--- config.mk ---
export PLATFORM = sky130hd
export DESIGN_NAME = ort_exec
export DESIGN_NICKNAME = d
export VERILOG_FILES = /design/src/core/ort_pkg.sv /design/src/core/ort_exec.sv
export SDC_FILE = /design/constraint.sdc
export NUM_CORES = 2
export LEC_CHECK = 0
export CORE_ASPECT_RATIO = 1.1
export CORE_MARGIN = 1
export CORE_UTILIZATION = 65
export DETAILED_ROUTE_END_ITERATION = 16
export DONT_BUFFER_PORTS = 1
export GPL_TIMING_DRIVEN = 0
export MAX_ROUTING_LAYER = met4
export PLACE_DENSITY = 0.81
export SETUP_SLACK_MARGIN = 0.4
export SYNTH_ARGS = -nofsm -noshare
export SYNTH_HDL_FRONTEND = slang
export SYNTH_SLANG_ARGS = --single-unit
--- constraint.sdc ---
create_clock -name clk_sys_i -period 27.7 [get_ports clk_sys_i]
set_input_delay 2.77 -clock clk_sys_i [delete_from_list [all_inputs] [get_ports clk_sys_i]]
set_output_delay 2.77 -clock clk_sys_i [all_outputs]
set_load 0.03 [all_outputs]
--- src/core/ort_pkg.sv ---
/*
  Constants, encodings and carrier types for the OR / rotate / table-fetch
  execute block of a 4-bit core.
  Assumes a 16-bit instruction word with printed codes aligned to bit 0.
*/
package ort_pkg;

  localparam int unsigned INSTR_W   = 16;
  localparam int unsigned NIB_W     = 4;
  localparam int unsigned RADDR_W   = 7;
  localparam int unsigned MEM_DEPTH = 128;
  localparam int unsigned IDXL_W    = 4;

  ////////////////////////////////////////////////////////////////////////////
  // Opcode prefixes: 9-bit forms sit in [15:7], 7-bit forms in [14:8]
  localparam logic [8:0] PFX_TABLE_FETCH = 9'h132;  // 1 0011 0010
  localparam logic [8:0] PFX_OR_MEM      = 9'h074;  // 0 0111 0100
  localparam logic [8:0] PFX_OR_MEM_WB   = 9'h076;  // 0 0111 0110
  localparam logic [8:0] PFX_ROT_LEFT    = 9'h099;  // 0 1001 1001
  localparam logic [6:0] PFX_OR_IMM      = 7'h1e;   // 001 1110
  localparam logic [6:0] PFX_OR_IMM_WB   = 7'h1f;   // 001 1111
  localparam logic [INSTR_W-1:0] CODE_NOP = 16'h0000;

  localparam int unsigned PFX9_LSB = 7;
  localparam int unsigned PFX7_LSB = 8;
  localparam int unsigned IMM_LSB  = 4;
  localparam int unsigned WSEL_LSB = 0;

  localparam int unsigned FETCH_CYCLES = 2;
  localparam int unsigned MC_CLKS_DEF  = 4;

  localparam logic [NIB_W-1:0] NIB_ZERO = 4'h0;

  ////////////////////////////////////////////////////////////////////////////
  typedef enum logic [2:0] {
    ORT_OP_NOP    = 3'h0,
    ORT_OP_FETCH  = 3'h1,
    ORT_OP_OR_M   = 3'h2,
    ORT_OP_OR_I   = 3'h3,
    ORT_OP_OR_MWB = 3'h4,
    ORT_OP_OR_IWB = 3'h5,
    ORT_OP_ROTL   = 3'h6,
    ORT_OP_OTHER  = 3'h7
  } ort_op_t;

  typedef enum logic [0:0] {
    ORT_ST_IDLE  = 1'b0,
    ORT_ST_FETCH = 1'b1
  } ort_state_t;

  typedef struct packed {
    logic carry_flag;
    logic zero_flag;
  } ort_flags_t;

  typedef struct packed {
    ort_op_t              op;
    logic [RADDR_W-1:0]   raddr;
    logic [NIB_W-1:0]     imm;
    logic [NIB_W-1:0]     wsel;
  } ort_dec_t;

endpackage

--- src/core/ort_exec.sv ---
/*
  Execute unit for table fetch, no-op, the four OR forms and rotate-left
  through carry, with its own 128 x 4 data memory, accumulator and flags.
  Assumes the instruction source holds instr_valid_i until it is taken, the
  lookup index registers are driven from logic on clk_sys_i, and the table
  memory returns data one machine cycle after the address is presented.
*/
// Functional notes
// RL1 - Table fetch: 9-bit prefix plus 7-bit address, takes two machine cycles
// RL2 - Table address is high index times 10H plus low index; entry goes to memory
// RL3 - OR memory into accumulator, memory untouched, only zero flag changes
// RL4 - OR immediate with working register, result to accumulator, zero flag only
// RL5 - Write-back OR of memory and accumulator to both, zero flag only
// RL6 - Write-back OR of immediate and working register to both, zero flag only
// RL7 - Rotate left one machine cycle, bit 3 goes to carry
// RL8 - Rotate left inserts old carry into bit 0
// RL9 - Rotated nibble to memory and accumulator, carry and zero updated
// RL10 - All-zero code completes in one cycle and changes nothing
// RL11 - Zero flag set when the 4-bit result is zero, else cleared
module ort_exec #(
  parameter int unsigned MC_CLKS = ort_pkg::MC_CLKS_DEF,
  parameter int unsigned IDXH_W  = 7
) (
  input  wire logic                                        clk_sys_i,
  input  wire logic                                        rst_i,
  input  wire logic                                        instr_valid_i,
  input  wire logic [ort_pkg::INSTR_W-1:0]                 instr_i,
  input  wire logic [ort_pkg::IDXL_W-1:0]                  lookup_index_low_i,
  input  wire logic [IDXH_W-1:0]                           lookup_index_high_i,
  input  wire logic [ort_pkg::NIB_W-1:0]                   rom_data_i,
  input  wire logic [ort_pkg::RADDR_W-1:0]                 dbg_addr_i,
  output logic                                             mc_tick_o,
  output logic                                             instr_ready_o,
  output logic                                             instr_done_o,
  output logic                                             instr_unknown_o,
  output logic                                             rom_rd_o,
  output logic [IDXH_W+ort_pkg::IDXL_W-1:0]                rom_addr_o,
  output logic [ort_pkg::NIB_W-1:0]                        accum_o,
  output logic                                             carry_flag_o,
  output logic                                             zero_flag_o,
  output logic [ort_pkg::NIB_W-1:0]                        dbg_data_o
);

  localparam int unsigned ROM_AW = IDXH_W + ort_pkg::IDXL_W;
  localparam int unsigned CNT_W  = (MC_CLKS > 1) ? $clog2(MC_CLKS) : 1;
  localparam logic [CNT_W-1:0] CNT_LAST = CNT_W'(MC_CLKS - 1);

  // Refused at elaboration: a wider high index would overrun the 2K table space
  if (MC_CLKS < 1 || IDXH_W < 1 || IDXH_W > 7) begin : g_bad_param
    $error("ort_exec: unsupported parameter value");
  end

  ////////////////////////////////////////////////////////////////////////////
  // State
  logic [ort_pkg::NIB_W-1:0]   mem_ff [ort_pkg::MEM_DEPTH];
  logic [ort_pkg::NIB_W-1:0]   accum_ff;
  ort_pkg::ort_flags_t         flags_ff;
  ort_pkg::ort_state_t         state_ff;
  logic                        ready_ff;
  logic [CNT_W-1:0]            cnt_ff;
  logic                        tick_ff;
  logic                        done_ff;
  logic                        unknown_ff;
  logic                        rom_rd_ff;
  logic [ROM_AW-1:0]           rom_addr_ff;
  logic [ort_pkg::RADDR_W-1:0] fetch_dst_ff;
  logic [ort_pkg::NIB_W-1:0]   dbg_ff;

  ////////////////////////////////////////////////////////////////////////////
  // Machine-cycle enable from the core clock
  always_ff @(posedge clk_sys_i or posedge rst_i) begin
    if (rst_i) begin
      cnt_ff  <= '0;
      tick_ff <= 1'b0;
    end else begin
      tick_ff <= (cnt_ff == CNT_LAST);
      if (cnt_ff == CNT_LAST) begin
        cnt_ff <= '0;
      end else begin
        cnt_ff <= cnt_ff + CNT_W'(1);
      end
    end
  end

  ////////////////////////////////////////////////////////////////////////////
  // Decode
  ort_pkg::ort_dec_t dec;
  logic [8:0]        pfx9;
  logic [6:0]        pfx7;

  always_comb begin
    pfx9      = instr_i[ort_pkg::PFX9_LSB +: 9];
    pfx7      = instr_i[ort_pkg::PFX7_LSB +: 7];
    dec.raddr = instr_i[ort_pkg::RADDR_W-1:0];
    dec.imm   = instr_i[ort_pkg::IMM_LSB +: ort_pkg::NIB_W];
    dec.wsel  = instr_i[ort_pkg::WSEL_LSB +: ort_pkg::NIB_W];
    if (instr_i == ort_pkg::CODE_NOP) begin
      dec.op = ort_pkg::ORT_OP_NOP;                         // see RL10
    end else if (pfx9 == ort_pkg::PFX_TABLE_FETCH) begin
      dec.op = ort_pkg::ORT_OP_FETCH;                       // see RL1
    end else if (pfx9 == ort_pkg::PFX_OR_MEM) begin
      dec.op = ort_pkg::ORT_OP_OR_M;
    end else if (pfx9 == ort_pkg::PFX_OR_MEM_WB) begin
      dec.op = ort_pkg::ORT_OP_OR_MWB;
    end else if (pfx9 == ort_pkg::PFX_ROT_LEFT) begin
      dec.op = ort_pkg::ORT_OP_ROTL;                        // see RL7
    end else if (!instr_i[ort_pkg::INSTR_W-1] && pfx7 == ort_pkg::PFX_OR_IMM) begin
      dec.op = ort_pkg::ORT_OP_OR_I;
    end else if (!instr_i[ort_pkg::INSTR_W-1] && pfx7 == ort_pkg::PFX_OR_IMM_WB) begin
      dec.op = ort_pkg::ORT_OP_OR_IWB;
    end else begin
      dec.op = ort_pkg::ORT_OP_OTHER;
    end
  end

  ////////////////////////////////////////////////////////////////////////////
  // Datapath
  logic                        take;
  logic [ort_pkg::NIB_W-1:0]   mem_rd;
  logic [ort_pkg::NIB_W-1:0]   wr_rd;
  logic [ort_pkg::NIB_W-1:0]   result;
  logic                        res_to_acc;
  logic                        upd_zero;
  logic                        upd_carry;
  logic                        nxt_carry;
  logic                        mem_we;
  logic [ort_pkg::RADDR_W-1:0] mem_waddr;
  logic [ort_pkg::NIB_W-1:0]   mem_wdata;
  logic                        fetch_done;

  assign take       = tick_ff && instr_valid_i && (state_ff == ort_pkg::ORT_ST_IDLE);
  assign fetch_done = tick_ff && (state_ff == ort_pkg::ORT_ST_FETCH);
  assign mem_rd     = mem_ff[dec.raddr];
  assign wr_rd      = mem_ff[{3'h0, dec.wsel}];

  always_comb begin
    result     = ort_pkg::NIB_ZERO;
    res_to_acc = 1'b0;
    upd_zero   = 1'b0;
    upd_carry  = 1'b0;
    nxt_carry  = flags_ff.carry_flag;
    mem_we     = 1'b0;
    mem_waddr  = dec.raddr;
    mem_wdata  = ort_pkg::NIB_ZERO;
    if (fetch_done) begin
      mem_we    = 1'b1;                                     // see RL2
      mem_waddr = fetch_dst_ff;
      mem_wdata = rom_data_i;
    end else if (take) begin
      unique case (dec.op)
        ort_pkg::ORT_OP_OR_M: begin
          result     = mem_rd | accum_ff;                   // see RL3
          res_to_acc = 1'b1;
          upd_zero   = 1'b1;
        end
        ort_pkg::ORT_OP_OR_I: begin
          result     = wr_rd | dec.imm;                     // see RL4
          res_to_acc = 1'b1;
          upd_zero   = 1'b1;
        end
        ort_pkg::ORT_OP_OR_MWB: begin
          result     = mem_rd | accum_ff;                   // see RL5
          res_to_acc = 1'b1;
          upd_zero   = 1'b1;
          mem_we     = 1'b1;
          mem_wdata  = result;
        end
        ort_pkg::ORT_OP_OR_IWB: begin
          result     = wr_rd | dec.imm;                     // see RL6
          res_to_acc = 1'b1;
          upd_zero   = 1'b1;
          mem_we     = 1'b1;
          mem_waddr  = {3'h0, dec.wsel};
          mem_wdata  = result;
        end
        ort_pkg::ORT_OP_ROTL: begin
          result     = {mem_rd[2:0], flags_ff.carry_flag};  // see RL7, see RL8
          nxt_carry  = mem_rd[3];                           // see RL7
          res_to_acc = 1'b1;                                // see RL9
          upd_zero   = 1'b1;
          upd_carry  = 1'b1;
          mem_we     = 1'b1;
          mem_wdata  = result;
        end
        // No-op, table fetch start and foreign codes touch nothing here
        ort_pkg::ORT_OP_NOP,
        ort_pkg::ORT_OP_FETCH,
        ort_pkg::ORT_OP_OTHER: begin
          result = ort_pkg::NIB_ZERO;                       // see RL10
        end
      endcase
    end
  end

  ////////////////////////////////////////////////////////////////////////////
  // Data memory, working registers are locations 0 to 15
  always_ff @(posedge clk_sys_i or posedge rst_i) begin
    if (rst_i) begin
      for (int i = 0; i < int'(ort_pkg::MEM_DEPTH); i++) begin
        mem_ff[i] <= ort_pkg::NIB_ZERO;
      end
    end else if (mem_we) begin
      mem_ff[mem_waddr] <= mem_wdata;
    end
  end

  always_ff @(posedge clk_sys_i or posedge rst_i) begin
    if (rst_i) begin
      accum_ff <= ort_pkg::NIB_ZERO;
    end else if (res_to_acc) begin
      accum_ff <= result;
    end
  end

  always_ff @(posedge clk_sys_i or posedge rst_i) begin
    if (rst_i) begin
      flags_ff <= '0;
    end else begin
      if (upd_zero) begin
        flags_ff.zero_flag <= (result == ort_pkg::NIB_ZERO);    // see RL11
      end
      if (upd_carry) begin
        flags_ff.carry_flag <= nxt_carry;                       // see RL9
      end
    end
  end

  ////////////////////////////////////////////////////////////////////////////
  // Sequencing: table fetch holds for a second machine cycle
  always_ff @(posedge clk_sys_i or posedge rst_i) begin
    if (rst_i) begin
      state_ff     <= ort_pkg::ORT_ST_IDLE;
      ready_ff     <= 1'b1;
      rom_rd_ff    <= 1'b0;
      rom_addr_ff  <= '0;
      fetch_dst_ff <= '0;
    end else if (take && dec.op == ort_pkg::ORT_OP_FETCH) begin
      state_ff     <= ort_pkg::ORT_ST_FETCH;                    // see RL1
      ready_ff     <= 1'b0;
      rom_rd_ff    <= 1'b1;
      // Low index is below 10H, so times 10H plus low is a concatenation
      rom_addr_ff  <= {lookup_index_high_i, lookup_index_low_i}; // see RL2
      fetch_dst_ff <= dec.raddr;
    end else if (fetch_done) begin
      state_ff  <= ort_pkg::ORT_ST_IDLE;
      ready_ff  <= 1'b1;
      rom_rd_ff <= 1'b0;
    end
  end

  always_ff @(posedge clk_sys_i or posedge rst_i) begin
    if (rst_i) begin
      done_ff    <= 1'b0;
      unknown_ff <= 1'b0;
    end else begin
      done_ff    <= fetch_done || (take && dec.op != ort_pkg::ORT_OP_FETCH);
      unknown_ff <= take && dec.op == ort_pkg::ORT_OP_OTHER;
    end
  end

  always_ff @(posedge clk_sys_i or posedge rst_i) begin
    if (rst_i) begin
      dbg_ff <= ort_pkg::NIB_ZERO;
    end else begin
      dbg_ff <= mem_ff[dbg_addr_i];
    end
  end

  ////////////////////////////////////////////////////////////////////////////
  assign mc_tick_o       = tick_ff;
  assign instr_ready_o   = ready_ff;
  assign instr_done_o    = done_ff;
  assign instr_unknown_o = unknown_ff;
  assign rom_rd_o        = rom_rd_ff;
  assign rom_addr_o      = rom_addr_ff;
  assign accum_o         = accum_ff;
  assign carry_flag_o    = flags_ff.carry_flag;
  assign zero_flag_o     = flags_ff.zero_flag;
  assign dbg_data_o      = dbg_ff;

endmodule

==> impl_metrics.py <==
metrics = {
    "floorplan": {
        "die_area_sq_um": 46500,
        "core_area_sq_um": 44700,
        "die-height_um": 226,
        "ios": 67,
        "start_util_pct": 66.4,
        "std_cell_rows": 81,
        "dieWidth_um": 206,
    },
    "timing": {
        "slew_viol_final": 32,
        "tns_ns": 0,
        "period_share_pct": 28.3,
        "period_minus_slack_ns": 7.83,
        "setup_viol": 0,
        "rsz0062_at_grt": "false",
        "tightest_slew_ns": 1.52,
        "clock_skew_ns": 0.0182,
        "finalHoldViolations": 0,
        "maxSlewHeadroom_pct": -1.44,
        "fmax_mhz": 128,
    },
    "clock_tree": {
        "root_buffer": "clkbuf_16",
        "cts_tree": "built",
        "hold_buffers": 0,
        "numCtsBuffers": 56,
        "cts.clk_slew.worst_paths_ns": 0.06,
        "cts_sinks": 547,
        "cts_resized": 0,
        "clkLatencyLatePin_ns": 0.64,
        "cts_buffer_depth": 3,
        "h-tree-depth": 2,
        "post_cts_buffers": 0,
    },
    "global_routing": {
        "globalRouteTotalUtil_pct": 52.5,
        "antenna_found_initial": 8,
        "grt_pass1_vias": 24200,
        "grt_pass1_wl_mm": 166,
        "grt_max_degree": 126,
        "grt-ovfl-total": 0,
    },
    "power_and_ir_drop": {
        "p_leak_nw": 13.8,
        "power.density_nw_per_um2": 52.9,
        "power_w": 0.00172,
        "ir_worst_vdd_mv": 0.0491,
    },
    "finish": {
        "nets": 2577,
        "mostFrequentLayoutCell": "dfrtp_1",
        "layout_common_cells": "546 x dfrtp_1, 539 x nor2_1, 388 x a31oi_1",
        "drive_above_1_share_pct": 25.8,
        "stdcell_area_sq_um": 32400,
        "syn2layout_area_growth_pct": 9.39,
    },
    "worst_setup_path": {
        "worstSetupPathType": "in -> reg",
        "critPathCaptureType": "flip-flop",
        "cp.required_ns": 28.27,
        "cp_max_fo": 10,
        "worst-endpoint-arrival_ns": 8.40,
        "worstSetupStartpointType": "input pin",
    },
    "route": {
        "vias": 25200,
        "ant_nets": 0,
        "drtPass1Iterations": 7,
        "via_per_inst": 7.94,
        "wl_per_cell_um": 36.1,
        "routed_wl_mm": 115,
        "dr_wl_met3_mm": 18.7,
        "wl_met2_mm": 48.6,
        "top_layer_used": "met4",
        "drcViolationCount": 0,
        "wl_met1_mm": 36.7,
        "drt_iter0_drc": 4465,
    },
    "placement": {
        "gp_routability_congestion": 1.11,
        "place_area_sq_um": 30500,
        "portBuffers": 0,
        "dp_hpwl_mm": 80.3,
    },
    "yosys": {
        "ys_ff_latch": 547,
        "ys_seq_area_share_pct": 46.2,
        "yosys_warnings": 0,
        "synthCells": 2472,
        "synth_adder_area_share_pct": 0.0422,
        "syn_area_sq_um": 29700,
        "synth_compound_area_share_pct": 11.8,
        "syn_nets": 2514,
        "synth-edff-count": 0,
        "ys.flop_type": "dfrtp_1",
        "synth-simple-area-share_pct": 9.53,
        "async_reset_ff_share_pct": 100,
        "ys_types": 73,
        "synth-xor-area-share_pct": 0,
        "avgSynthCellArea_sq_um": 12.0,
        "synthMuxAreaShare_pct": 28.2,
        "synth_top_family_by_area": "multiplexers",
    },
    "outcome": {
        "violations": "capacitance limit, slew limit",
        "outcome": "complete, but fails checks",
    },
    "flow_run": {
        "drv_cap": 4,
    },
    "min_path": {
        "hold_class": "reg -> reg",
    },
}
area by class of cell:
| type | count | area (sq um) |
|---|---|---|
| buffer | 210 | 1230 |
| timing repair buffer | 5 | 125 |
| inverter | 8 | 37.5 |
| sequential | 547 | 13700 |
| tap | 581 | 727 |
| antenna | 15 | 37.5 |
| fill | 3040 | 12300 |
| multi-input combinational | 1707 | 14700 |
| clock buffer | 78 | 1610 |
| clock inverter | 24 | 270 |
per-layer routing:
metal / vias to the layer above / track usage, %
met3: 751 / 23.8
met2: 2398 / 71.9
met5: - / -
li1: 9620 / -
met4: 0 / 38.1
met1: 12400 / 60.8
stage by stage:
stage / hold WS [ns] / worst slack, ns / cells / utilization (%)
after floorplan: 0.403 / 9.64 / 2472 / -
after detailed placement: 0.430 / 20.00 / 3057 / 68.3
after CTS: 0.448 / 20.61 / 3159 / 72.5
after global routing: 0.457 / 20.38 / 3168 / 72.6
final: 0.443 / 19.87 / 3175 / 72.6
after global placement: 0.417 / 4.44 / 3053 / 68.0
cell families (layout without fill, tap and decap cells):
| logic type | count (synthesis) | after routing |
|---|---|---|
| compound gates | 534 | 534 |
| other cells | 0 | 15 |
| simple gates | 695 | 695 |
| fa+ha+maj | 1 | 1 |
| buf+inv | 218 | 325 |
| flops | 547 | 547 |
| mux | 477 | 477 |
where the power goes:
part / internal, W / leakage, nW / total [W] / switching [W]
logic: 0.0000332 / 5.26 / 0.000120 / 0.0000872
registers: 0.000801 / 7.62 / 0.000805 / 0.00000370
clock network: 0.000450 / 0.906 / 0.000791 / 0.000341
registers in the layout (all words and copies together), names as in the netlist, 2 cells and up:
register and count:
accum_o 4, cnt_ff 2, dbg_data_o 4, fetch_dst_ff 7, mem_ff 512, rom_addr_o 11
worst paths after layout:
kind                                         start                       to  slack [ns]  cells past startpoint
setup reg to reg           mem_ff[175]$_DFFE_PP0P_  mem_ff[371]$_DFFE_PP0P_       22.78                     10
max in group asynchronous                    rst_i  mem_ff[156]$_DFFE_PP0P_       23.62                      4
min in group asynchronous                    rst_i  mem_ff[354]$_DFFE_PP0P_        2.07                      1
hold reg to reg                cnt_ff[0]$_DFF_PP0_      cnt_ff[0]$_DFF_PP0_        0.44                      1
hold / removal                 cnt_ff[0]$_DFF_PP0_      cnt_ff[0]$_DFF_PP0_        0.44                      1
setup / recovery                        instr_i[1]  mem_ff[371]$_DFFE_PP0P_       19.87                     13
critical path: stages:
cell       delay, ns
buf_4           0.16
buf_4           0.22
nand2_1         0.11
clkbuf_1        0.80
a211oi_1        0.09
a2111oi_0       1.23
a2111oi_0       0.31
a32oi_1         0.61
o21ai_1         0.11
a32oi_1         0.38
buf_2           0.56
clkbuf_1        0.71
mux2_2          0.30
Yosys cell counts, drive strengths merged (5+ instances only):
| cell type | number | area (sq um) |
|---|---|---|
| nand4 | 6 | 37.5 |
| o22ai | 13 | 87.6 |
| mux2 | 170 | 1910 |
| and3 | 5 | 31.3 |
| nor2b | 15 | 93.8 |
| o21ai | 30 | 150 |
| mux4 | 271 | 6100 |
| or2 | 14 | 87.6 |
| a22oi | 13 | 97.6 |
| a211oi | 12 | 95.1 |
| dfrtp | 546 | 13700 |
| inv | 7 | 26.3 |
| nor3 | 7 | 40.0 |
| clkbuf | 103 | 392 |
| nor2 | 539 | 2020 |
| a221oi | 8 | 70.1 |
| nand3 | 15 | 75.1 |
| a21oi | 18 | 90.1 |
| buf | 107 | 827 |
| a32oi | 7 | 68.8 |
| nand2 | 68 | 255 |
| and2 | 7 | 43.8 |
| mux2i | 36 | 360 |
| a31oi | 389 | 2440 |
| a2111oi | 8 | 83.8 |
Power figures use the tool's default switching activity.
